[config.mk]
export PLATFORM = sky130hd
export DESIGN_NAME = fwsr_host
export DESIGN_NICKNAME = d
export VERILOG_FILES = /design/src/fwsr_pkg.sv /design/src/fwsr_host.sv
export VERILOG_INCLUDE_DIRS = /design/src
export SDC_FILE = /design/constraint.sdc
export NUM_CORES = 1
export LEC_CHECK = 0
export BUFFER_PORTS_ARGS = -buffer_cell sky130_fd_sc_hd__buf_4
export CAP_MARGIN = 20
export CORE_UTILIZATION = 40
export DETAILED_ROUTE_END_ITERATION = 6
export PLACE_DENSITY = 0.74
export SETUP_SLACK_MARGIN = 0.1
export SYNTH_ARGS = -nofsm -noshare
export SYNTH_HDL_FRONTEND = slang
export SYNTH_SLANG_ARGS = --single-unit
[constraint.sdc]
create_clock -name ref_clk -period 4.75 [get_ports ref_clk]
set_input_delay 0.475 -clock ref_clk [delete_from_list [all_inputs] [get_ports ref_clk]]
set_output_delay 0.475 -clock ref_clk [all_outputs]
set_load 0.05 [all_outputs]
[src/fwsr_defines.svh]
/*
 file holds: constants for the flash write-status host controller.
 assumes: included by bare name; ref_clk at 25 MHz.
*/
`ifndef FWSR_DEFINES_SVH
`define FWSR_DEFINES_SVH
// =====================================================
// register offsets (axi4-lite byte addresses)
`define FWSR_OFF_CTRL     8'h00
`define FWSR_OFF_ADDR     8'h04
`define FWSR_OFF_DATA     8'h08
`define FWSR_OFF_STATUS   8'h0c
`define FWSR_OFF_RDDATA   8'h10
// =====================================================
// ctrl fields
`define FWSR_CTRL_GO      0
`define FWSR_CTRL_MODE_LO 1
`define FWSR_CTRL_MODE_HI 2
// =====================================================
// flash status bit positions
`define FWSR_POLL_BIT     7
`define FWSR_TOG1_BIT     6
`define FWSR_TMO_BIT      5
`define FWSR_ETMR_BIT     3
`define FWSR_TOG2_BIT     2
// =====================================================
// reset command and bus timing
`define FWSR_RESET_CMD    8'hf0
`define FWSR_STROBE_NS    80
`define FWSR_CLK_NS       40
`define FWSR_STROBE_CYC   ((`FWSR_STROBE_NS + `FWSR_CLK_NS - 1) / `FWSR_CLK_NS)
`endif

[src/fwsr_pkg.sv]
/*
 file holds: types for the flash write-status host controller.
 assumes: nothing beyond the defines header.
*/
package fwsr_pkg;
   // =====================================================
   // operation kinds chosen by software
   typedef enum logic [1:0] {
      FWSR_OP_TOGGLE = 2'h0,
      FWSR_OP_POLL   = 2'h1,
      FWSR_OP_WRITE  = 2'h2,
      FWSR_OP_READ   = 2'h3
   } fwsr_op_t;
   // =====================================================
   // sequencer states, one bit apart in listed order; the returns to FWSR_IDLE flip two bits
   typedef enum logic [2:0] {
      FWSR_IDLE  = 3'h0,
      FWSR_RD    = 3'h1,
      FWSR_EVAL  = 3'h3,
      FWSR_WR    = 3'h2,
      FWSR_DONE  = 3'h6
   } fwsr_state_t;
   // =====================================================
   // flash pin group
   typedef struct packed {
      logic        chipEn_n;
      logic        outEn_n;
      logic        writeEn_n;
      logic [19:0] addr;
      logic [7:0]  dataOut;
      logic        dataOe;
   } fwsr_flash_t;
   // =====================================================
   // axi4-lite slave outputs
   typedef struct packed {
      logic        awready;
      logic        wready;
      logic        bvalid;
      logic [1:0]  bresp;
      logic        arready;
      logic        rvalid;
      logic [31:0] rdata;
      logic [1:0]  rresp;
   } fwsr_axo_t;
endpackage : fwsr_pkg

[src/fwsr_host.sv]
/*
 file holds: host controller that drives a parallel flash, runs the
 toggle-check and polling procedures, and reports over axi4-lite.
 assumes: flash data and ready/busy pins arrive asynchronously and are
 synchronised here; the pull-up on the shared ready/busy line is external.
*/
// Register access over AXI4-Lite and the placing of the registers are this design's own decisions.
`timescale 1ns/1ps
`include "fwsr_defines.svh"
// Contract
// ready/busy is open drain shared line, valid after final write strobe.
// ready/busy low while flash programs or erases.
// ready/busy high when array data readable or in standby.
// toggle one bit inverts per read while operation runs.
// toggle one bit valid from final write strobe and during timeout.
// all-protected erase toggles about 100 us then array reads.
// protected-sector program toggles about 1 us then array reads.
// toggling stops in erase suspend, resumes in suspend-program.
// toggle two bit toggles on reads inside sectors selected for erase.
// host combines both toggle bits for per-sector erase state; status bit 4 here reports only the second toggle bit.
// host reads twice; unchanged toggle means operation complete.
// still toggling with timeout flag: recheck, then fail and reset.
// host restarts whole toggle check after suspending monitoring.
// timeout flag set when internal pulse limit exceeded.
// programming a one over a zero halts and raises timeout flag.
// after timeout failure host issues reset command.
// erase timer flag zero during acceptance window, one after.
// host may skip erase timer only if commands under 50 us apart.
// erase timer one: only erase suspend accepted.
// host checks acceptance, then erase timer before and after commands.
// host polls at the valid status address.
// host rechecks polling bit even when timeout flag is one.
// polling bit complements programmed bit until programming completes.
module fwsr_host
   import fwsr_pkg::*;
(
   input  wire logic          ref_clk,
   input  wire logic          rst,
   input  wire logic [7:0]    awaddr,
   input  wire logic          awvalid,
   input  wire logic [31:0]   wdata,
   input  wire logic [3:0]    wstrb,
   input  wire logic          wvalid,
   input  wire logic          bready,
   input  wire logic [7:0]    araddr,
   input  wire logic          arvalid,
   input  wire logic          rready,
   output fwsr_pkg::fwsr_axo_t   axo,
   output fwsr_pkg::fwsr_flash_t flash,
   input  wire logic [7:0]    flashDataIn,
   input  wire logic          readyBusyIn
);
   import fwsr_pkg::*;

   // =====================================================
   // state
   typedef struct packed {
      fwsr_axo_t   axo;
      fwsr_flash_t flash;
      fwsr_state_t st;
      fwsr_op_t    op;
      logic [19:0] addrReg;
      logic [7:0]  dataReg;
      logic        busy;
      logic        done;
      logic        fail;
      logic        awGot;
      logic        wGot;
      logic [7:0]  awA;
      logic [31:0] wD;
      logic [3:0]  wS;
      logic [7:0]  rdByte;
      logic [7:0]  prevByte;
      logic [1:0]  nReads;
      logic        recheck;
      logic [2:0]  cyc;
   } fwsr_all_t;

   fwsr_all_t   s;
   fwsr_all_t   next_s;
   logic [7:0]  dSync1;
   logic [7:0]  dSync2;
   logic        rbSync1;
   logic        rbSync2;

   // =====================================================
   // input synchronisers
   always_ff @(posedge ref_clk or posedge rst) begin
      if (rst) begin
         dSync1  <= 8'h00;
         dSync2  <= 8'h00;
         rbSync1 <= 1'b1;
         rbSync2 <= 1'b1;
      end else begin
         dSync1  <= flashDataIn;
         dSync2  <= dSync1;
         rbSync1 <= readyBusyIn;
         rbSync2 <= rbSync1;
      end
   end

   // =====================================================
   // helpers
   function automatic logic toggled(input logic [7:0] a, input logic [7:0] b);
      toggled = a[`FWSR_TOG1_BIT] ^ b[`FWSR_TOG1_BIT];
   endfunction : toggled

   // second toggle bit moving between the last two reads marks a sector under erase
   function automatic logic toggledTwo(input logic [7:0] a, input logic [7:0] b);
      toggledTwo = a[`FWSR_TOG2_BIT] ^ b[`FWSR_TOG2_BIT];
   endfunction : toggledTwo

   // status word: erase timer, sector toggle, ready line, fail, done, busy
   function automatic logic [31:0] statusWord(input fwsr_all_t x, input logic rb);
      statusWord    = 32'h0;
      statusWord[0] = x.busy;
      statusWord[1] = x.done;
      statusWord[2] = x.fail;
      statusWord[3] = rb;
      statusWord[4] = toggledTwo(x.rdByte, x.prevByte);
      statusWord[5] = x.rdByte[`FWSR_ETMR_BIT];
   endfunction : statusWord

   // give up after the second failing look and queue the reset command
   function automatic fwsr_all_t giveUp(input fwsr_all_t x);
      giveUp         = x;
      giveUp.fail    = 1'b1;
      giveUp.op      = FWSR_OP_WRITE;
      giveUp.dataReg = `FWSR_RESET_CMD;
   endfunction : giveUp

   // =====================================================
   // next-state logic
   always_comb begin
      next_s = s;
      // =====================================================
      // axi write channel
      if (s.axo.bvalid && bready) begin
         next_s.axo.bvalid = 1'b0;
      end
      if (awvalid && s.axo.awready) begin
         next_s.awGot       = 1'b1;
         next_s.awA         = awaddr;
         next_s.axo.awready = 1'b0;
      end
      if (wvalid && s.axo.wready) begin
         next_s.wGot       = 1'b1;
         next_s.wD         = wdata;
         next_s.wS         = wstrb;
         next_s.axo.wready = 1'b0;
      end
      if (s.awGot && s.wGot && !s.axo.bvalid) begin
         next_s.awGot       = 1'b0;
         next_s.wGot        = 1'b0;
         next_s.axo.awready = 1'b1;
         next_s.axo.wready  = 1'b1;
         next_s.axo.bvalid  = 1'b1;
         next_s.axo.bresp   = 2'h0;
         case (s.awA)
            `FWSR_OFF_CTRL: begin
               if (s.wS[0] && s.wD[`FWSR_CTRL_GO] && !s.busy) begin
                  next_s.op      = fwsr_op_t'(s.wD[`FWSR_CTRL_MODE_HI:`FWSR_CTRL_MODE_LO]);
                  next_s.busy    = 1'b1;
                  next_s.done    = 1'b0;
                  next_s.fail    = 1'b0;
                  next_s.nReads  = 2'h0;
                  next_s.recheck = 1'b0;
               end
            end
            `FWSR_OFF_ADDR: begin
               if (s.wS[0]) next_s.addrReg = s.wD[19:0];
            end
            `FWSR_OFF_DATA: begin
               if (s.wS[0]) next_s.dataReg = s.wD[7:0];
            end
            `FWSR_OFF_STATUS, `FWSR_OFF_RDDATA: begin
               next_s.axo.bresp = 2'h0;
            end
            default: begin
               next_s.axo.bresp = 2'h2;
            end
         endcase
      end
      // =====================================================
      // axi read channel
      if (s.axo.rvalid && rready) begin
         next_s.axo.rvalid  = 1'b0;
         next_s.axo.arready = 1'b1;
      end
      if (arvalid && s.axo.arready) begin
         next_s.axo.arready = 1'b0;
         next_s.axo.rvalid  = 1'b1;
         next_s.axo.rresp   = 2'h0;
         case (araddr)
            `FWSR_OFF_CTRL:   next_s.axo.rdata = {29'h0, s.op, s.busy};
            `FWSR_OFF_ADDR:   next_s.axo.rdata = {12'h0, s.addrReg};
            `FWSR_OFF_DATA:   next_s.axo.rdata = {24'h0, s.dataReg};
            `FWSR_OFF_STATUS: next_s.axo.rdata = statusWord(s, rbSync2);
            `FWSR_OFF_RDDATA: next_s.axo.rdata = {24'h0, s.rdByte};
            default: begin
               next_s.axo.rdata = 32'h0;
               next_s.axo.rresp = 2'h2;
            end
         endcase
      end
      // =====================================================
      // flash sequencer
      case (s.st)
         FWSR_IDLE: begin
            next_s.flash = '{chipEn_n: 1'b1, outEn_n: 1'b1, writeEn_n: 1'b1,
                             addr: s.addrReg, dataOut: s.dataReg, dataOe: 1'b0};
            if (s.busy && s.op == FWSR_OP_WRITE) begin
               next_s.st              = FWSR_WR;
               next_s.cyc             = 3'h0;
               next_s.flash.chipEn_n  = 1'b0;
               next_s.flash.writeEn_n = 1'b0;
               next_s.flash.dataOe    = 1'b1;
            end else if (s.busy) begin
               next_s.st             = FWSR_RD;
               next_s.cyc            = 3'h0;
               next_s.flash.chipEn_n = 1'b0;
               next_s.flash.outEn_n  = 1'b0;
            end
         end
         FWSR_RD: begin
            next_s.cyc = s.cyc + 3'h1;
            if (s.cyc == 3'(`FWSR_STROBE_CYC + 2)) begin
               next_s.flash.chipEn_n = 1'b1;
               next_s.flash.outEn_n  = 1'b1;
               next_s.prevByte       = s.rdByte;
               next_s.rdByte         = dSync2;
               next_s.nReads         = (s.nReads == 2'h3) ? 2'h3 : s.nReads + 2'h1;
               next_s.st             = FWSR_EVAL;
            end
         end
         FWSR_EVAL: begin
            next_s.st = FWSR_IDLE;
            case (s.op)
               FWSR_OP_READ: begin
                  next_s.busy = 1'b0;
                  next_s.done = 1'b1;
               end
               FWSR_OP_TOGGLE: if (s.nReads >= 2'h2) begin
                  if (!toggled(s.rdByte, s.prevByte)) begin
                     next_s.busy = 1'b0;
                     next_s.done = 1'b1;
                  end else if (s.recheck) begin
                     next_s = giveUp(next_s);
                  end else if (s.rdByte[`FWSR_TMO_BIT]) begin
                     next_s.recheck = 1'b1;
                  end
               end
               FWSR_OP_POLL: begin
                  if (s.rdByte[`FWSR_POLL_BIT] == s.dataReg[`FWSR_POLL_BIT]) begin
                     next_s.busy = 1'b0;
                     next_s.done = 1'b1;
                  end else if (s.recheck) begin
                     next_s = giveUp(next_s);
                  end else if (s.rdByte[`FWSR_TMO_BIT]) begin
                     next_s.recheck = 1'b1;
                  end
               end
               default: next_s.busy = 1'b0;
            endcase
         end
         FWSR_WR: begin
            next_s.cyc = s.cyc + 3'h1;
            if (s.cyc == 3'(`FWSR_STROBE_CYC)) begin
               next_s.flash.writeEn_n = 1'b1;
               next_s.flash.chipEn_n  = 1'b1;
               next_s.st              = FWSR_DONE;
            end
         end
         FWSR_DONE: begin
            next_s.flash.dataOe = 1'b0;
            next_s.busy         = 1'b0;
            next_s.done         = 1'b1;
            next_s.st           = FWSR_IDLE;
         end
         default: next_s.st = FWSR_IDLE;
      endcase
   end

   // =====================================================
   // state register
   always_ff @(posedge ref_clk or posedge rst) begin
      if (rst) begin
         s             <= '0;
         s.st          <= FWSR_IDLE;
         s.axo.awready <= 1'b1;
         s.axo.wready  <= 1'b1;
         s.axo.arready <= 1'b1;
         s.flash       <= '{chipEn_n: 1'b1, outEn_n: 1'b1, writeEn_n: 1'b1,
                            addr: 20'h0, dataOut: 8'h0, dataOe: 1'b0};
      end else begin
         s <= next_s;
      end
   end

   // =====================================================
   // outputs straight from the state register
   assign axo   = s.axo;
   assign flash = s.flash;
endmodule : fwsr_host

* Word-level counts from Yosys, hierarchy flattened
Cells that the tools add are included.
Operators by class: add/subtract/negate cells 2, magnitude comparators 1, equality and inequality tests 26, muxes and demuxes 66, bitwise operators 3, reductions and logical operators 34
Operator list (number):
- 69-bit two-way mux | 2
- 69-bit case mux with 2 select lines | 1
- 136-bit two-way mux | 1
- 65-bit two-way mux | 2
- 65-bit case mux with 2 select lines | 1
- 20-bit case mux with 5 select lines | 1
- 97-bit two-way mux | 1
- 36-bit two-way mux | 2
- 28-bit case mux with 2 select lines | 1
- 47-bit two-way mux | 1
- 20-bit two-way mux | 2
- 18-bit case mux with 2 select lines | 1
- 35-bit two-way mux | 1
- 3-bit two-way mux | 11
- 8-bit by 4-bit == test with 1-bit output (second input constant) | 4
- 30-bit two-way mux | 1
- 8-bit two-way mux | 3
- 2-bit two-way mux | 10
- 18-bit two-way mux | 1
- 6-bit AND reduction | 3
- 8-bit by 3-bit == test with 1-bit output (second input constant) | 2
- 8-bit by 5-bit == test with 1-bit output (second input constant) | 2
- 8-bit logical NOT | 2
- 1-bit two-way mux | 13
- 33 further kinds | 63
Word-level totals: register bits after elaboration 195, input port bits 68, output and inout bits 73, word-level logic and storage cells 167

* Longest topological paths before layout
word-level depth 11, mapped depth 6, depth with buffers taken out 6

* Worst setup path after synthesis
No wires, ideal clock.
path type input -> register, start in araddr[0], end reg axo[13] (netlist name), setup time 0.064 ns, arrival 1.926 ns, required time 4.686 ns, path slack 2.760 ns, cell stages on the path 6, path buffers 2, cell sequence or4_4 -> or4_4 -> buf_6 -> nor2b_4 -> buf_6 -> a22o_2
On the way: word-level cells in the longest chain between the ends 3, elaborated cells on any way between the ends 7, classes of those cells eq/ne (4); mux (2); reduce/logical (1)
RTL lines:
- start, declared | line fwsr_host.sv:45 | input wire logic [7:0] araddr,
- 8-bit by 5-bit == test with 1-bit output, or another cell as far along | line fwsr_host.sv:194 | case (araddr)
- 20-bit case mux with 5 select lines (*) | line fwsr_host.sv:194
- 36-bit two-way mux (*) | line fwsr_host.sv:190 | if (arvalid && s.axo.arready) begin
Mark *: on every way between the ends. The rest lies on a longest branch, timed or not. A chain may end at the register's enable or synchronous reset.

* Worst setup path after layout
start reg s[59] (netlist bit), end reg s[90] (netlist bit)
On the way: word-level cells in the longest chain between the ends 8, elaborated cells on any way between the ends 9, classes of those cells eq/ne (1); mux (8)
RTL lines:
- start, declared | line fwsr_host.sv:79 | fwsr_all_t s;
- start signal, assigned | line fwsr_host.sv:296 | s <= next_s;
- 8-bit by 3-bit == test with 1-bit output (*) | line fwsr_host.sv:159 | case (s.awA)
- 20-bit two-way mux (*) | line fwsr_host.sv:159
- 35-bit two-way mux (*) | line fwsr_host.sv:152 | if (s.awGot && s.wGot && !s.axo.bvalid) begin
- 97-bit two-way mux | line fwsr_host.sv:247, fwsr_host.sv:257
- 65-bit two-way mux | line fwsr_host.sv:244 | if (!toggled(s.rdByte, s.prevByte)) begin
- 136-bit two-way mux | line fwsr_host.sv:243 | FWSR_OP_TOGGLE: if (s.nReads >= 2'h2) begin
- 65-bit case mux with 2 select lines | line fwsr_host.sv:238 | case (s.op)
- 30-bit two-way mux (*) | line fwsr_host.sv:208 | case (s.st)
Mark *: on every way between the ends. The rest lies on a longest branch, timed or not. The select of a mux whose other input is x is not followed.

==> summary.md <==
| Metric | Value |
|---|---|
| Reg2reg path depth | 4 |
| Fin worst setup slack | 2.029 ns |
| CP max FO | 20 |
| Mapped Cells | 547 |
| Most common cell after layout, fill and taps aside | dfrtp_1 |
| CTS resizes | 0 |
| Vias in the first global route | 4434 |
| Mean post-synth cell area | 13.03 um^2 |
| Placed inst area | 7672 um^2 |
| Starting DRT DRC Count | 202 |
| Tmin final | 2.721 ns |
| DR WL/cell | 17.03 um |
| Total GRT Usage | 16.45% |
| Die area | 18360 um^2 |
| Layout cells sized above 1 | 43.07% |
| CTS tree | built |
| Worst Path Required | 5.05 ns |
| Crit path DAT | 3.02 ns |
| Root Driver | clkbuf_16 |
| Hold endpoint | dSync1[4] |
| Startpoint Class | flop |
| Vias | 4244 |
| Gr ovfl total | 0 |
| Core area | 17360 um^2 |
| N_diodes | 0 |
| WS Path Type | reg -> reg |
| Drc violations | 0 |
| Final Cell Area | 8302 um^2 |
| Pwr Total | 4.321 mW |
| HPWL after detailed placement | 10010 um |
| Max Buffers Root-to-Sink | 2 |
| Hold Crit Class | in -> reg |
| Max-cap violation count | 0 |
| Slew at the pin closest to its max-slew limit | 1.018 ns |
| Postcts setup bufs | 0 |
| Post-CTS Hold Buffers | 1 |
| Clock slew at reported path FFs | 0.07 ns |
| Post-route antenna net violation count | 0 |
| DIE HEIGHT | 135.5 um |
| Asr flop ratio synth | 100.0% |
| Hold path start | flashDataIn[4] |
| Synth area leader | dfrtp_1 |
| Terminus of the critical flop-to-flop path | s[90] |
| First-pass GRT wire length | 23020 um |
| WL final | 14270 um |
| Post-synth EDFFs | 0 |
| Max-slew violation count | 0 |
| Max-slew headroom | 31.49% |
| Fmax | 367.6 MHz |
| RR Startpoint | s[59] |
| Post-place setup slack | 2.036 ns |
| LEAKAGE | 4.072 nW |
| I/O pin cnt | 141 |
| Initial antenna violation count | 0 |
| Main synth FF type | dfrtp_1 |
| Worst Hold Depth | 1 |
| Clock Sinks | 160 |
| Hold_ws | 0.1622 ns |
| Synthesized area | 7129 um^2 |
| Post-synthesis register bit count | 160 |
| Run status | completed |
| Most frequent cells in the layout | 152 x dfrtp_1, 113 x buf_4, 69 x mux2_2 |
| Peak VDD IR | 0.2628 mV |
| Vias/cell | 5.064 |
| Fin Clk Skew | 0.008592 ns |
| Largest net degree at the start of global routing | 107 |
| Initial Utilization | 41.08% |
| Drt first pass iters | 4 |
| Area growth syn-to-layout | 16.44% |
| IO Port Bufs | 111 |
| TritonCTS Buffers | 17 |
| Final net count | 671 |
| Setup_tns | 0 ns |
| Setup violations, final | 0 |
| Top cells by area, synth | dfrtp_1 53%, mux2_2 11%, buf_4 7.7% |
| RSZ-0062 raised after global routing | false |
| Die width | 135.5 um |
| Hold violation count in the final report | 0 |
| Clock latency on the worst-skew pair | 0.42 ns |
| Worst Setup End Kind | flop |
| PwrDens | 520.5 nW/um^2 |
| Synth unique cells | 59 |
| H-tree depth | 4 |
| R2r setup slk | 2.03 ns |
| Yosys top cell area share | 53.35% |
| Placer congestion estimate | 0.7974 |
| Final period util | 57.28% |
| FP Rows | 48 |
| Syn. warnings | 0 |
| Seq/Total Area, Yosys | 56.30% |
## cell families (layout without fill, tap and decap cells)
logic type      Yosys count  after routing  share of synthesized area [%]
other cells               1             14                        0.05260
flops                   160            160                          56.30
mux                     105            105                          17.36
buf+inv                 113            166                          10.32
simple gates             76             76                          6.669
fa+ha+maj                 3              3                         0.5266
compound gates           86             86                          8.407
xor+xnor                  3              3                         0.3686
## per-layer routing
metal | global-route usage, % | share of wire (%)
met5 | 0 | 0
met4 | 6.929 | 1.7
met3 | 4.003 | 5.5
met2 | 26.84 | 50
met1 | 20.85 | 43
## worst max-delay path: stages, from the launching register on
cell and delay, ns:
dfrtp_1 0.38, or4_4 0.61, nor4_4 0.32, nand3b_2 0.72, mux2_4 0.56
## stage by stage
stage | cells | utilization [%]
5_1_grt | 838 | 47.83
3_5_place_dp | 805 | 44.20
4_1_cts | 838 | 47.83
3_3_place_gp | 805 | 44.20
2_1_floorplan | 560 | -
6_report | 838 | 47.83
## cell usage after synthesis (all sizes together), types with 2 or more instances
cell type / number
dfrtp: 152
mux2: 89
buf: 82
nand2: 20
o21ai: 20
inv: 18
mux2i: 16
a22o: 13
nor2: 13
clkbuf: 12
a21oi: 11
a22oi: 10
dfstp: 8
nor2b: 7
nor3: 7
a31oi: 6
a211oi: 4
nand2b: 4
nor4: 4
o22ai: 4
or4: 4
a21o: 3
ha: 3
nand3: 3
a21boi: 2
a311oi: 2
nand3b: 2
nand4: 2
nor3b: 2
o211ai: 2
o311a: 2
xnor2: 2
## worst max path at each step
stage | startpoint | endpoint | slack [ns] | depth (start not counted)
6_report | s[59] | s[90] | 2.03 | 4
5_1_grt | axo[35] | axo[9] | 1.93 | 4
4_1_cts | s[59] | s[85] | 2.03 | 4
3_5_place_dp | s[59] | s[97] | 2.04 | 4
3_3_place_gp | s[59] | s[80] | 2.11 | 4
2_1_floorplan | rst | axo[10] | 2.25 | 1
## state kept, by name, summed over array words and instances (netlist names)
name     count
dSync1       8
flash       32
rbSync1      1
s           83
rbSync2      1
dSync2       8
axo         27
## layout make-up
class | count | area [um^2]
tap | 225 | 281.5
timing repair buffer | 115 | 878.3
clock buffer | 17 | 425.4
sequential | 160 | 4014
fill | 1520 | 9055
multi-input combinational | 287 | 2434
clock inverter | 15 | 193.9
inverter | 19 | 75.07
## power by group
| group | switching, mW | internal, mW |
|---|---|---|
| combinational | 0.575 | 0.449 |
| clock | 0.587 | 0.845 |
| sequential | 0.237 | 1.63 |
| total | 1.40 | 2.92 |
(Power assumes the default switching activity.)
